$ cat config.mk
export PLATFORM = sky130hd
export DESIGN_NAME = ulsl_top
export DESIGN_NICKNAME = d
export VERILOG_FILES = /design/src/core/ulsl_pkg.sv /design/src/core/ulsl_top.sv
export SDC_FILE = /design/constraint.sdc
export NUM_CORES = 1
export LEC_CHECK = 0
export BUFFER_PORTS_ARGS = -buffer_cell sky130_fd_sc_hd__buf_2
export CAP_MARGIN = 0
export CORE_MARGIN = 2
export CORE_UTILIZATION = 50
export DETAILED_ROUTE_END_ITERATION = 8
export GPL_TIMING_DRIVEN = 1
export PLACE_DENSITY_LB_ADDON = 0.25
export SLEW_MARGIN = 25
export SYNTH_ARGS = -nofsm -noshare
export SYNTH_HDL_FRONTEND = slang
export SYNTH_SLANG_ARGS = --single-unit
$ cat constraint.sdc
create_clock -name REF_CLK -period 15.46 [get_ports REF_CLK]
set_input_delay 2.319 -clock REF_CLK [delete_from_list [all_inputs] [get_ports REF_CLK]]
set_output_delay 2.319 -clock REF_CLK [all_outputs]
set_load 0.01 [all_outputs]
$ cat src/core/ulsl_pkg.sv
// Shared constants and types for the line status logic
package ulsl_pkg;
   // ----------------------------------------------------------------
   // Register offsets (8-bit address space)
   // ----------------------------------------------------------------
   localparam logic [7:0] RBR_OFS  = 8'h00;
   localparam logic [7:0] CTRL_OFS = 8'h03;
   localparam logic [7:0] LSR_OFS  = 8'h05;
   // ----------------------------------------------------------------
   // Status bit positions
   // ----------------------------------------------------------------
   localparam int LSR_AVAIL = 0;
   localparam int LSR_OE    = 1;
   localparam int LSR_PAR   = 2;
   localparam int LSR_FRM   = 3;
   localparam int LSR_BRK   = 4;
   localparam int LSR_HOLD  = 5;
   localparam int LSR_ALLE  = 6;
   localparam int LSR_ERR   = 7;
   localparam logic [7:0] LSR_RST = 8'h60;
   // ----------------------------------------------------------------
   // Control register fields
   // ----------------------------------------------------------------
   localparam int CTRL_CHAR_LSB = 0;
   localparam int CTRL_STOP2    = 2;
   localparam int CTRL_PEN      = 3;
   localparam int CTRL_EPS      = 4;
   localparam int CTRL_BRK      = 6;
   localparam int CTRL_FEN      = 7;
   localparam logic [7:0] CTRL_RST = 8'h00;
   // ----------------------------------------------------------------
   // Sizes
   // ----------------------------------------------------------------
   localparam int FIFO_DEPTH = 32;
   localparam int ENTRY_W    = 11;
   localparam logic [3:0] LEN_BASE = 4'h5;
   typedef struct packed {
      logic       brk;
      logic       frm;
      logic       par;
      logic [7:0] data;
   } ulsl_entry_t;
   typedef enum logic [1:0] {
      BRK_IDLE  = 2'b00,
      BRK_COUNT = 2'b01,
      BRK_HELD  = 2'b11
   } ulsl_brk_t;
endpackage

$ cat src/core/ulsl_top.sv
// Line status logic with its receive FIFO
`timescale 1ns/1ns
// ----------------------------------------------------------------
// Parameterised FIFO, valid/ready on both sides
// ----------------------------------------------------------------
module ulsl_fifo #(
   parameter int W     = 11,
   parameter int DEPTH = 32
) (
   input  wire logic                   clk,
   input  wire logic                   rst,
   input  wire logic                   flush,
   input  wire logic                   in_valid,
   output logic                        in_ready,
   input  wire logic [W-1:0]           in_data,
   output logic                        out_valid,
   input  wire logic                   out_ready,
   output logic [W-1:0]                out_data,
   output logic [$clog2(DEPTH):0]      count
);
   localparam int AW = $clog2(DEPTH);
   logic [W-1:0]  mem [DEPTH];
   logic [AW-1:0] wp_q;
   logic [AW-1:0] rp_q;
   logic [AW:0]   cnt_q;
   wire           push = in_valid & in_ready;
   wire           pop  = out_valid & out_ready;
   // Honest full/empty straight from the occupancy count
   assign in_ready  = (cnt_q != DEPTH[AW:0]);
   assign out_valid = (cnt_q != '0);
   assign out_data  = mem[rp_q];
   assign count     = cnt_q;
   // Storage has no reset; only pointers and count need a defined value
   always_ff @(posedge clk) begin
      if (push) begin
         mem[wp_q] <= in_data;
      end
   end
   // Pointer and count update
   always_ff @(posedge clk or posedge rst) begin
      if (rst) begin
         wp_q  <= '0;
         rp_q  <= '0;
         cnt_q <= '0;
      end else if (flush) begin
         wp_q  <= '0;
         rp_q  <= '0;
         cnt_q <= '0;
      end else begin
         wp_q  <= wp_q + AW'(push);
         rp_q  <= rp_q + AW'(pop);
         cnt_q <= cnt_q + (AW+1)'(push) - (AW+1)'(pop);
      end
   end
endmodule

// Functional notes
// - Error summary reads zero whenever the receive FIFO is disabled.
// - With FIFO on, summary sets while any stored entry carries an error.
// - Summary clears on a status read only if no errored entry remains.
// - All-empty is one only with holding, shifter empty and transmitter idle.
// - Holding-empty is zero while the holding FIFO has data or a break is sent, else one.
// - Neither transmit empty flag sets while a break is being sent.
// - Break flag sets when the line stays low beyond one character time.
// - Status read clears break, framing, parity and overrun flags.
// - With FIFO on, a break loads one zero character marked framing error.
// - Break framing error is shown only when that entry reaches the head.
// - Framing flag sets for head character whose stop bit was zero.
// - Parity flag sets for head character received with wrong parity.
// - Without FIFO, overrun sets when unread buffer gets a new character.
// - With FIFO full, overrun sets and the new character is dropped.
// - Data-available sets when a character enters the buffer or FIFO.
// - Data-available clears on buffer read or when the FIFO empties.
// - With parity on, every received character is parity checked.
module ulsl_top (
   input  wire logic       REF_CLK,
   input  wire logic       SYS_RST,
   input  wire logic [7:0] ADDR,
   input  wire logic [7:0] WDATA,
   input  wire logic       WR_STB,
   input  wire logic       RD_STB,
   output logic [7:0]      RDATA,
   input  wire logic       RXD,
   input  wire logic       BAUD_TICK,
   input  wire logic       RX_CHAR_DONE,
   input  wire logic [7:0] RX_CHAR_DATA,
   input  wire logic       RX_PAR_BIT,
   input  wire logic       RX_STOP_BIT,
   output logic            RX_FIFO_READY,
   input  wire logic       TX_HOLD_EMPTY_IN,
   input  wire logic       TX_SHIFT_EMPTY,
   input  wire logic       TX_IDLE,
   output logic [7:0]      LINE_CTRL,
   output logic            TX_HOLD_EMPTY,
   output logic            TX_ALL_EMPTY
);
   // ----------------------------------------------------------------
   // Register decode
   // ----------------------------------------------------------------
   logic [7:0]   ctrl_q;
   logic [7:0]   rdata_q;
   wire          rbr_rd  = RD_STB & (ADDR == ulsl_pkg::RBR_OFS);
   wire          lsr_rd  = RD_STB & (ADDR == ulsl_pkg::LSR_OFS);
   wire          ctrl_rd = RD_STB & (ADDR == ulsl_pkg::CTRL_OFS);
   // Status address has no write decode at all
   wire          ctrl_wr = WR_STB & (ADDR == ulsl_pkg::CTRL_OFS);
   wire          fen     = ctrl_q[ulsl_pkg::CTRL_FEN];
   wire          pen     = ctrl_q[ulsl_pkg::CTRL_PEN];
   wire          brk_cmd = ctrl_q[ulsl_pkg::CTRL_BRK];
   wire [1:0]    len_sel = ctrl_q[ulsl_pkg::CTRL_CHAR_LSB +: 2];
   // Switching FIFO mode discards stale entries from the old mode
   wire          flush   = ctrl_wr & (WDATA[ulsl_pkg::CTRL_FEN] != fen);
   // Next control bits, so mode and break gates act in the write cycle itself
   wire          fen_nx  = ctrl_wr ? WDATA[ulsl_pkg::CTRL_FEN] : fen;
   wire          brk_nx  = ctrl_wr ? WDATA[ulsl_pkg::CTRL_BRK] : brk_cmd;

   // ----------------------------------------------------------------
   // Break detector: counts bit times while the line is low
   // ----------------------------------------------------------------
   ulsl_pkg::ulsl_brk_t brk_st_q;
   ulsl_pkg::ulsl_brk_t brk_st_d;
   logic [3:0]   brk_cnt_q;
   // Start + data + parity + stop bits of the programmed format
   wire  [3:0]   char_bits = 4'h1 + ulsl_pkg::LEN_BASE + {2'h0, len_sel}
                           + {3'h0, pen} + {3'h0, ctrl_q[ulsl_pkg::CTRL_STOP2]} + 4'h1;
   wire          brk_fire  = (brk_st_q == ulsl_pkg::BRK_COUNT) & !RXD & BAUD_TICK
                           & (brk_cnt_q >= char_bits);
   // Next state; HELD waits for the line to rise so one break loads once
   always_comb begin
      brk_st_d = brk_st_q;
      case (brk_st_q)
         ulsl_pkg::BRK_IDLE: begin
            if (!RXD) brk_st_d = ulsl_pkg::BRK_COUNT;
         end
         ulsl_pkg::BRK_COUNT: begin
            if (RXD) brk_st_d = ulsl_pkg::BRK_IDLE;
            else if (brk_fire) brk_st_d = ulsl_pkg::BRK_HELD;
         end
         ulsl_pkg::BRK_HELD: begin
            if (RXD) brk_st_d = ulsl_pkg::BRK_IDLE;
         end
         default: brk_st_d = ulsl_pkg::BRK_IDLE;
      endcase
   end
   // State and bit-time counter
   always_ff @(posedge REF_CLK or posedge SYS_RST) begin
      if (SYS_RST) begin
         brk_st_q  <= ulsl_pkg::BRK_IDLE;
         brk_cnt_q <= 4'h0;
      end else begin
         brk_st_q  <= brk_st_d;
         if (brk_st_q != ulsl_pkg::BRK_COUNT) brk_cnt_q <= 4'h0;
         else if (BAUD_TICK && brk_cnt_q != 4'hf) brk_cnt_q <= brk_cnt_q + 4'h1;
      end
   end

   // ----------------------------------------------------------------
   // Received entry build, parity check
   // ----------------------------------------------------------------
   ulsl_pkg::ulsl_entry_t char_ent;
   ulsl_pkg::ulsl_entry_t new_ent;
   // Mask off bits above the programmed character length
   wire  [7:0]   len_mask  = 8'hff >> (2'h3 - len_sel);
   wire          par_sum   = ^(RX_CHAR_DATA & len_mask) ^ RX_PAR_BIT;
   // Even select wants an even total of ones
   wire          par_bad   = pen & (par_sum ^ !ctrl_q[ulsl_pkg::CTRL_EPS]);
   assign char_ent.brk  = 1'b0;
   assign char_ent.frm  = !RX_STOP_BIT;
   assign char_ent.par  = par_bad;
   assign char_ent.data = RX_CHAR_DATA & len_mask;
   // Break wins over a character flagged in the same cycle
   assign new_ent = brk_fire ? ulsl_pkg::ulsl_entry_t'{brk: 1'b1, frm: 1'b1, par: 1'b0,
                                                       data: 8'h00} : char_ent;
   wire          push_ev   = RX_CHAR_DONE | brk_fire;

   // ----------------------------------------------------------------
   // Receive FIFO and single buffer
   // ----------------------------------------------------------------
   logic                  f_in_ready;
   logic                  f_out_valid;
   logic [10:0]           f_out_raw;
   logic [5:0]            f_count;
   ulsl_pkg::ulsl_entry_t rbuf_q;
   logic                  rbuf_vld_q;
   wire                   f_in_valid = fen & push_ev;
   wire                   f_push     = f_in_valid & f_in_ready;
   // Entries carry their own status bits
   ulsl_fifo #(
      .W     (ulsl_pkg::ENTRY_W),
      .DEPTH (ulsl_pkg::FIFO_DEPTH)
   ) u_rx_fifo (
      .clk       (REF_CLK),
      .rst       (SYS_RST),
      .flush     (flush),
      .in_valid  (f_in_valid),
      .in_ready  (f_in_ready),
      .in_data   (new_ent),
      .out_valid (f_out_valid),
      .out_ready (fen & rbr_rd),
      .out_data  (f_out_raw),
      .count     (f_count)
   );
   // Head of whichever store the mode selects
   ulsl_pkg::ulsl_entry_t head;
   assign head = fen ? ulsl_pkg::ulsl_entry_t'(f_out_raw) : rbuf_q;
   wire          head_valid = fen ? f_out_valid : rbuf_vld_q;
   wire          pop        = rbr_rd & head_valid;
   wire          head_err   = head.par | head.frm | head.brk;
   wire          ent_err    = new_ent.par | new_ent.frm | new_ent.brk;
   // A new head appears after a push into empty or a pop with more behind
   wire          fresh_d    = fen ? ((f_push & !f_out_valid)
                                  | (pop & ((f_count > 6'h01) | f_push)))
                                  : push_ev;
   // Overrun per mode: unread buffer, or FIFO full with the char dropped
   wire          oe_set     = push_ev & (fen ? !f_in_ready : (rbuf_vld_q & !pop));
   // Ready leaves a flop; its next value follows the FIFO's own count update
   wire  [5:0]   f_count_nx = f_count + {5'h00, f_push} - {5'h00, fen & pop};
   logic         rx_rdy_q;
   always_ff @(posedge REF_CLK or posedge SYS_RST) begin
      if (SYS_RST) begin
         rx_rdy_q <= 1'b1;
      end else begin
         rx_rdy_q <= flush | (f_count_nx != 6'(ulsl_pkg::FIFO_DEPTH));
      end
   end
   // Single buffer used while the FIFO is off
   always_ff @(posedge REF_CLK or posedge SYS_RST) begin
      if (SYS_RST) begin
         rbuf_q     <= '0;
         rbuf_vld_q <= 1'b0;
      end else if (fen || flush) begin
         rbuf_vld_q <= 1'b0;
      end else if (push_ev) begin
         rbuf_q     <= new_ent;
         rbuf_vld_q <= 1'b1;
      end else if (pop) begin
         rbuf_vld_q <= 1'b0;
      end
   end

   // ----------------------------------------------------------------
   // Receive flags; a set in the clearing cycle wins
   // ----------------------------------------------------------------
   logic         fresh_q;
   logic         oe_q;
   logic         par_q;
   logic         frm_q;
   logic         lbrk_q;
   logic         err_q;
   logic [5:0]   err_cnt_q;
   wire          head_new  = fresh_q & head_valid;
   wire          err_inc   = f_push & ent_err;
   wire          err_dec   = fen & pop & head_err;
   // Errored entries still in the FIFO, including the head
   always_ff @(posedge REF_CLK or posedge SYS_RST) begin
      if (SYS_RST) begin
         err_cnt_q <= 6'h00;
      end else if (flush || !fen) begin
         err_cnt_q <= 6'h00;
      end else begin
         err_cnt_q <= err_cnt_q + {5'h00, err_inc} - {5'h00, err_dec};
      end
   end
   // Head flags only pick up an entry's status when it reaches the top
   always_ff @(posedge REF_CLK or posedge SYS_RST) begin
      if (SYS_RST) begin
         fresh_q <= 1'b0;
         oe_q    <= 1'b0;
         par_q   <= 1'b0;
         frm_q   <= 1'b0;
         lbrk_q  <= 1'b0;
         err_q   <= 1'b0;
      end else begin
         fresh_q <= fresh_d;
         oe_q    <= oe_set | (oe_q & !lsr_rd);
         par_q   <= (head_new & head.par) | (par_q & !lsr_rd);
         frm_q   <= (head_new & head.frm) | (frm_q & !lsr_rd);
         lbrk_q  <= (head_new & head.brk) | (lbrk_q & !lsr_rd);
         err_q   <= fen_nx & ((err_cnt_q != 6'h00)
                    | (err_q & !lsr_rd));
      end
   end

   // ----------------------------------------------------------------
   // Transmit flags, held low while a break is sent
   // ----------------------------------------------------------------
   logic         hold_empty_q;
   logic         all_empty_q;
   // Gated by the next break bit so no flag slips out in the write cycle
   always_ff @(posedge REF_CLK or posedge SYS_RST) begin
      if (SYS_RST) begin
         hold_empty_q <= ulsl_pkg::LSR_RST[ulsl_pkg::LSR_HOLD];
         all_empty_q  <= ulsl_pkg::LSR_RST[ulsl_pkg::LSR_ALLE];
      end else begin
         hold_empty_q <= TX_HOLD_EMPTY_IN & !brk_nx;
         all_empty_q  <= TX_HOLD_EMPTY_IN & TX_SHIFT_EMPTY & TX_IDLE & !brk_nx;
      end
   end

   // ----------------------------------------------------------------
   // Read data and control register
   // ----------------------------------------------------------------
   wire  [7:0]   lsr_val = {err_q, all_empty_q, hold_empty_q, lbrk_q, frm_q, par_q, oe_q,
                            head_valid};
   // Unmapped reads return zero; data stands for one cycle only
   wire  [7:0]   rd_mux  = lsr_rd  ? lsr_val
                         : ctrl_rd ? ctrl_q
                         : (rbr_rd & head_valid) ? head.data
                         : 8'h00;
   always_ff @(posedge REF_CLK or posedge SYS_RST) begin
      if (SYS_RST) begin
         ctrl_q  <= ulsl_pkg::CTRL_RST;
         rdata_q <= 8'h00;
      end else begin
         if (ctrl_wr) ctrl_q <= WDATA;
         rdata_q <= RD_STB ? rd_mux : 8'h00;
      end
   end
   // Every output comes straight from its flop
   assign RDATA         = rdata_q;
   assign LINE_CTRL     = ctrl_q;
   assign TX_HOLD_EMPTY = hold_empty_q;
   assign TX_ALL_EMPTY  = all_empty_q;
   assign RX_FIFO_READY = rx_rdy_q;
endmodule

* Yosys cells after proc, flatten, opt, wreduce, memory -nomap -nowiden *
Memories as Yosys holds them, arrays and structs flattened.
Cells that the tools add are included.

cells by class
  add/sub/neg operators = 13
  reductions and logical operators = 21
  bitwise operators = 52
  mux-type cells = 27
  shift-type cells = 1
  equality and inequality tests = 12
  $lt $le $gt $ge = 2

operator list
  cell                                                                              count
  1-bit bitwise AND                                                                 35
  8-bit two-way mux                                                                 4
  11-bit two-way mux                                                                2
  6-bit by 1-bit subtractor with 6-bit output                                       3
  1-bit bitwise OR                                                                  13
  6-bit by 1-bit adder with 6-bit output                                            2
  6-bit two-way mux                                                                 2
  6-bit != test (second input constant)                                             2
  6-bit nonzero test                                                                2
  5-bit by 1-bit adder with 5-bit output                                            2
  1-bit two-way mux                                                                 10
  5-bit two-way mux                                                                 2
  1-bit zero test                                                                   9
  4-bit by 1-bit adder with 4-bit output                                            2
  4-bit by 1-bit adder with 4-bit output (second input constant)                    2
  8-bit bitwise AND                                                                 1
  8-bit by 2-bit == test with 1-bit output (second input constant)                  1
  8-bit by 3-bit == test with 1-bit output (second input constant)                  1
  8-bit zero test                                                                   1
  2-bit two-way mux                                                                 4
  4-bit two-way mux                                                                 2
  8-bit parity                                                                      1
  8-bit by 2-bit >> shifter with 8-bit output (first input constant)                1
  6-bit by 1-bit greater-than comparator with 1-bit output (second input constant)  1
  other kinds (20)                                                                  23

storage, ports and cells
  register bits = 65
  RAM bits = 352
  memories kept = 1
  input bits = 36
  word-level logic and storage cells = 151

memories
  memory         words  width  rd ports  clocked after memory_dff  wr ports  RTL line        RTL
  u_rx_fifo.mem  32     11     1         0                         1         ulsl_top.sv:22  logic [W-1:0] mem [DEPTH];

* Logic depth before layout (Yosys ltp) *
Gate-level depths: netlist (run 1).

  word-level depth = 14
  depth in mapped cells = 24
  gate-level depth less buffers = 24

* Modules after synthesis *
A second synthesis (run 1) with hierarchy kept.

second synthesis, totals
  cells, all modules = 1058
  area, all modules = 17640.7 um^2

by module, submodules not included
  module     cells each  area each (um^2)  times used
  ulsl_fifo  758         14632.8           1
  ulsl_top   300         3007.9            1

* Least setup slack after synthesis (run 1) *
No wires, ideal clock.

  path type = in2reg
  start point = input BAUD_TICK
  end point = register err_cnt_q[4]
  setup slack = 9382 ps
  data required time = 15327 ps
  buffers on the path = 1
  data arrival time = 5945 ps
  stages = 16
  cell sequence = inv_1 -> or3_1 -> clkbuf_1 -> o21ai_0 -> o21ai_0 -> ha_1 -> inv_1 -> ha_1 -> inv_1 -> fa_1 -> inv_1 -> a21oi_1 -> nor2_1 -> nor2_1 -> xor2_1 -> nor2_1

RTL lines
  element               RTL line         RTL
  start, declared       ulsl_top.sv:84   input wire logic BAUD_TICK,
  end signal, assigned  ulsl_top.sv:261  err_cnt_q <= err_cnt_q + {5'h00, err_inc} - {5'h00, err_dec};
  end, declared         ulsl_top.sv:250  logic [5:0] err_cnt_q;

* Worst setup path in the final report (run 1) *
  start point = input RXD
  end point = register err_cnt_q[4]

between the ends
  longest elaborated chain between the ends = 11

ends and longest elaborated chain
  element                                                 RTL line                          RTL
  start, declared                                         ulsl_top.sv:83                    input wire logic RXD,
  1-bit zero test *                                       n/a
  1-bit bitwise AND * (2 in a row)                        ulsl_top.sv:126                   wire brk_fire = (brk_st_q == ulsl_pkg::BRK_COUNT) & !RXD & BAUD_TICK
  1-bit bitwise AND *                                     ulsl_top.sv:127                   & (brk_cnt_q >= char_bits);
  1-bit bitwise OR or 11-bit two-way mux (tied branches)  ulsl_top.sv:174, ulsl_top.sv:172
  1-bit bitwise AND or 1-bit bitwise OR (tied branches)   ulsl_top.sv:185, ulsl_top.sv:209
  1-bit bitwise AND or 1-bit bitwise OR (tied branches)   ulsl_top.sv:186, ulsl_top.sv:209
  1-bit bitwise AND *                                     ulsl_top.sv:252                   wire err_inc = f_push & ent_err;
  6-bit by 1-bit adder with 6-bit output *                ulsl_top.sv:261
  6-bit by 1-bit subtractor with 6-bit output *           ulsl_top.sv:261
  6-bit two-way mux *                                     ulsl_top.sv:258                   end else if (flush || !fen) begin

Every way passes the cells marked *; elsewhere a longest branch is shown, timed or not.
A chain may end at the register's enable or synchronous reset.

==> metrics, run 1 <==
status=finished clean; Seq/Total Area, Yosys=69.79%; largest family of logic cells by synthesized area=multiplexers; Area after DPL=18320 um2; Critical Path RT=15.87 ns; initial antenna violation count=0; P per Cell Area=120.7 nW/um2; final setup violation count=0; I/O pin cnt=55; Compound-Gate Fraction of Synth Area=4.488%; hold path start=lbrk_q; CTS tree=built; post-route cell area=19820 um2; R2R depth=24; total gr overflow=0; pin count of the biggest net entering global routing=66; setup TNS=0 ns; clock skew=0.02143 ns; top cells by count, synth=edfxtp_1, mux4_2, mux2i_1; Crit Path Max Fanout=8; CP Cell Sequence=buf_2 -> nor3_1 -> nand3_1 -> a21oi_1 -> o21ai_0 -> ha_1 -> inv_1 -> ha_1 -> inv_1 -> fa_1 -> inv_1 -> a21oi_1 -> nor2_1 -> nor2_1 -> xor2_1 -> nor2_1; Lkg Pwr=6.823 nW; core area=34460 um2; Sink Count=417; FP Rows=68; die width=191.0 um; clk_lat worst skew=0.54 ns; Buffers & Inverters on Critical Path=4; ys flop type=edfxtp_1; Critical Path Start Type=primary input; proportion of synthesized area in mux cells=14.59%; post-detail-place hpwl=24.04 mm; minimum clock period=5.355 ns; Final Total Pwr=2.392 mW; postcts setup bufs=0; Vias=9255; Setup crit start=RXD; Residual DRC=0; Post-Syn Nets=1078; antenna cells=0; Setup crit end=err_cnt_q[4]; post-CTS sizing=0; dpl cells=1503; max-cap check violation count=0; Adder-Cell Fraction of Synth Area=2.090%; root buf cell=clkbuf_16; maximum root-to-sink buffer count=3; fin nets=1157; async set-reset flop share out of synthesis=15.59%; CTS Hold Buffers Added=0; vias in the first global route=9298; DR vias/cell=5.850; worst reg2reg endpoint=err_cnt_q[4]; wire per inst=24.12 um; syn_area_per_cell=17.24 um2; yosys warns=0; Worst slew margin=25.20%; Synth cell types=64; first-pass GRT wire length=57.97 mm; endpoint class of the critical path=flop; Worst-path clk slew=0.06 ns; DRT Pass-1 Iters=5; area leader, netlist=edfxtp_1; CP max stage delay=0.70 ns; RSZ-0062 raised after global routing=false; Final Util=57.52%; Slew @ Worst Pin=1.120 ns; Tot GR Track Use=21.59%; gpl congestion=0.8812; top cell type's share of synthesized area=60.47%; period utilization=34.64%; Post-synth EDFFs=352; worst path arrival time=5.76 ns; count leader, synth=edfxtp_1; RR Startpoint=LINE_CTRL[0]; Simple-Gate Fraction of Synth Area=5.039%; 1st-iter DRT viols=706; Routed Antenna Nets=0; crit path max-delay cell type=a21oi_1; critical path class=primary input to flop; #FFs+latches synth=417; Post-Synth XOR/XNOR Area=1.661%; Area Overhead vs Synth=13.39%; Routed WL=38.15 mm; initial cell density of the core=50.73%; share of cells above drive strength 1=24.31%; Max VDD drop=0.07751 mV; worst hold path class=flop to flop; flop2flop setup slack=10.42 ns; Die ar.=36470 um2; max frequency=186.7 MHz; Syn Inst Count=1014; family with the most delay on the worst path=simple AND/OR/NAND/NOR gates; die height=191.0 um; Finished Layout Cells=1582; H-tree levels=2; CTS Buf Count=43; I/O Buffers=54; final slew viol count=0; number of cells on the critical path=16; Mapped Area=17480 um2; Synth area leaders=edfxtp_1, mux4_2, dfrtp_1, mux2i_1, ha_1; Final Hold Viols=0
==> cell type report <==
type	instances	area [um2]
multi-input cells	510	4966
well taps	455	569.3
repair buffers	79	457.9
clock buffers	55	1184
flip-flops and latches	417	12210
inverters	42	157.7
fillers	2591	14640
clock inverters	24	281.5
==> worst min path at each step <==
stage	end	slack [ns]	cells after the start
finish	lbrk_q	0.47	2
global route	brk_st_q[0]	0.51	1
CTS	brk_st_q[0]	0.48	1
detailed placement	frm_q	0.46	2
global placement	brk_st_q[0]	0.46	1
floorplan	brk_st_q[0]	0.43	1
==> placed cells by master, fill, tap and decap left out, drive strengths merged, types with 29 or more instances in the layout <==
master  netlist  routed
dfrtp        62      62
a21oi        32      32
a22oi        29      29
edfxtp      352     352
buf          21      79
mux4         76      76
nand2        31      31
inv          42      41
clkbuf       24      55
mux2i        68      68
nor2         66      66
==> metal layers <==
| layer | vias up | global-route usage (%) | part of all wire [%] |
|---|---|---|---|
| met2 | 302 | 36.58 | 50 |
| met5 | - | 0 | 0 |
| li1 | 4130 | - | - |
| met1 | 4764 | 28.85 | 41 |
| met4 | 0 | 6.589 | 2.4 |
| met3 | 59 | 3.470 | 6.3 |
==> metrics by stage <==
stage / setup slack [ns] / hold WS, ns
after floorplan: 9.382 / 0.4307
after global placement: 9.585 / 0.4561
after detailed placement: 9.486 / 0.4648
after CTS: 10.06 / 0.4755
after global routing: 9.701 / 0.5085
final: 10.10 / 0.4745
==> power by group <==
group          total [mW]  switching [mW]  internal (mW)
clock                1.07           0.411          0.655
sequential           1.25          0.0198           1.23
combinational      0.0773          0.0486         0.0288
==> state kept, by name, summed over array words and instances (netlist names), 2 cells and up <==
register	count
u_rx_fifo.mem	352
rbuf_q	11
LINE_CTRL	8
RDATA	8
err_cnt_q	6
u_rx_fifo.count	6
u_rx_fifo.rp_q	5
u_rx_fifo.wp_q	5
brk_cnt_q	4
brk_st_q	2
==> cell families (layout without fill, tap and decap cells) <==
kind of cell / after synthesis / in the layout
xor gates and xnor gates: 30 / 30
AOI/OAI and AO/OA: 121 / 121
and+or+nand+nor: 173 / 173
DFF: 417 / 417
muxes: 158 / 158
adders and majority gates: 28 / 28
buffers and inverters: 87 / 200
==> tightest hold or removal path, cell delays in order (launching register included) <==
cell	delay (ns)
dfrtp_1	0.34
nand2_1	0.04
o21ai_0	0.06
Note: power is estimated with default switching activity, not from simulation.
==> run 2: changes to the inputs <==
clock period = 4.6 ns   (was 15.46 ns; I/O delays follow)
==> run 2 against run 1 <==
  * Critical path depth increased by 5
  * Final area increased by 0.84%
  * Global-route usage increased by 0.68 points
  * Non-clock buffer count increased by 37
  * Power increased to 3.3 times the previous value
  * Cell count increased by 2.3%
  * Setup slack got worse by 9.7 ns
  * Sequential power increased to 3.3 times the previous value
  * Hold slack got worse by 0.17 ns
==> metrics, run 2 (synthesis results as in run 1) <==
status=finished clean (unchanged); FP Rows=68 (unchanged); post-detail-place hpwl=25.10 mm (was 24.04 mm); Die ar.=36470 um2 (unchanged); Vias=9454 (was 9255); die width=191.0 um (unchanged); Critical Path RT=5.00 ns (was 15.87 ns); Routed Antenna Nets=0 (unchanged); Max VDD drop=0.2451 mV (was 0.07751 mV); Routed WL=39.45 mm (was 38.15 mm); Residual DRC=0 (unchanged); vias in the first global route=9542 (was 9298); Worst-path clk slew=0.06 ns (about the same); commonest non-fill, non-tap cell in the layout=edfxtp_1 (unchanged); 1st-iter DRT viols=892 (was 706); flop2flop setup slack=0.38 ns (was 10.42 ns); critical path class=flop to flop (was primary input to flop); worst hold path class=primary input to async pin (was flop to flop); maximum root-to-sink buffer count=3 (unchanged); Lkg Pwr=6.981 nW (was 6.823 nW); Slew @ Worst Pin=1.059 ns (was 1.120 ns); final setup violation count=0 (unchanged); root buf cell=clkbuf_16 (unchanged); WL met3=2.800 mm (was 2.403 mm); antenna cells=0 (unchanged); Tot GR Track Use=22.27% (was 21.59%); Finished Layout Cells=1619 (was 1582); period utilization=91.67%; DR vias/cell=5.839 (was 5.850); Area Overhead vs Synth=14.34% (was 13.39%); die height=191.0 um (unchanged); CTS Buf Count=43 (unchanged); Place WS=0.3280 ns (was 9.486 ns); Sink Count=417 (unchanged); Largest register FFs=352 (unchanged); Top Layer Used=met4 (unchanged); largest registers=u_rx_fifo.mem: 352 flops, rbuf_q: 11 flops (unchanged); post-route cell area=19990 um2 (was 19820 um2); final slew viol count=0 (unchanged); setup TNS=0 ns (unchanged); Worst slew margin=29.35% (was 25.20%); CTS tree=built (unchanged); Crit Path Max Fanout=4 (was 8); first-pass GRT wire length=59.49 mm (was 57.97 mm); endpoint class of the critical path=flop (unchanged); fin nets=1194 (was 1157); pin count of the biggest net entering global routing=43 (was 66); clk_lat worst skew=0.55 ns (was 0.54 ns); share of cells above drive strength 1=25.00% (was 24.31%); initial antenna violation count=2 (was 0); postcts setup bufs=0 (unchanged); Metal-1 WL=16.63 mm (was 15.80 mm); Critical Path Start Type=flop (was primary input); clock skew=0.02306 ns (was 0.02143 ns); commonest cells after routing, fill and taps aside=edfxtp_1, mux4_2, mux2i_1 (unchanged); Final Hold Viols=0 (unchanged); minimum clock period=4.217 ns; P per Cell Area=394.1 nW/um2 (was 120.7 nW/um2); RSZ-0062 raised after global routing=false (unchanged); core area=34460 um2 (unchanged); DRT Pass-1 Iters=7 (was 5); final worst setup slack=0.3832 ns (was 10.10 ns); max-cap check violation count=0 (unchanged); worst path arrival time=4.62 ns (was 5.76 ns); wire per inst=24.37 um (was 24.12 um); Area after DPL=18600 um2 (was 18320 um2); dpl cells=1540 (was 1503); total gr overflow=0 (unchanged); H-tree levels=2 (unchanged); I/O pin cnt=55 (unchanged); gpl congestion=0.9137 (was 0.8812); most flop-heavy register=u_rx_fifo.mem (unchanged); routed wl met2=18.84 mm (was 19.04 mm); initial cell density of the core=50.73% (unchanged); I/O Buffers=54 (unchanged); max frequency=237.1 MHz
-- run 2: cell types whose count changed in the layout (fill, tap and decap cells not counted), sizes merged --
cell,before,now
bufinv,7,4
clkinvlp,0,2
clkinv,18,15
clkbuf,55,58
buf,79,116
inv,41,42
-- run 2: metrics by stage --
step | hold slack, ns | util, % | power [mW]
2_1_floorplan | 0.4307 | - | 4.418
3_3_place_gp | 0.4612 | 53.97 | 4.521
3_5_place_dp | 0.4636 | 53.97 | 4.534
4_1_cts | 0.3133 | 58.00 | 7.947
5_1_grt | 0.3443 | 58.01 | 8.127
6_report | 0.3094 | 58.01 | 7.876
-- run 2: worst paths after layout --
check | startpoint | to | cells after the start
max | LINE_CTRL[3] | err_cnt_q[5] | 21
min | SYS_RST | u_rx_fifo.count[0] | 2
max reg2reg | LINE_CTRL[3] | err_cnt_q[5] | 21
min reg2reg | brk_st_q[1] | brk_st_q[0] | 1
max in group asynchronous | SYS_RST | RX_FIFO_READY | 3
min in group REF_CLK | RXD | brk_st_q[0] | 2
-- run 2: layer usage --
metal	up-vias	global-route usage, %
met4	0	7.841
met5	-	0
met3	66	4.039
met1	4840	30.37
met2	351	36.26
li1	4197	-
-- run 2: timing repair --
item	in CTS	in global routing
endpoints found under the setup margin	0	36
hold buffers	0	0
resized for setup	0	1
-- run 2: cell type report --
class | instances | area, um2
inverter | 42 | 157.7
clock inverter | 21 | 211.5
sequential | 417 | 12210
clock buffer | 58 | 1175
timing repair buffer | 116 | 760.7
tap | 455 | 569.3
fill | 2625 | 14470
multi-input combinational | 510 | 4908
-- run 2: worst max-delay path, stage by stage, from the launching register on --
cell	delay, ns
dfrtp_1	0.37
inv_1	0.09
ha_1	0.23
inv_1	0.06
ha_1	0.16
inv_1	0.06
fa_1	0.44
ha_1	0.29
a21oi_1	0.19
o21bai_2	0.12
a21oi_1	0.24
o21ai_2	0.09
o21ai_0	0.30
ha_1	0.26
inv_1	0.06
ha_1	0.28
a21o_1	0.15
a21oi_1	0.24
o21bai_1	0.09
a21oi_1	0.18
xnor2_1	0.13
nor2_1	0.06
-- run 2: where the power goes --
group          internal (mW)  switching (mW)  leakage, nW
combinational          0.101           0.171         2.19
clock                   2.02            1.40        0.668
sequential              4.13          0.0571         4.13
total                   6.25            1.62         6.98
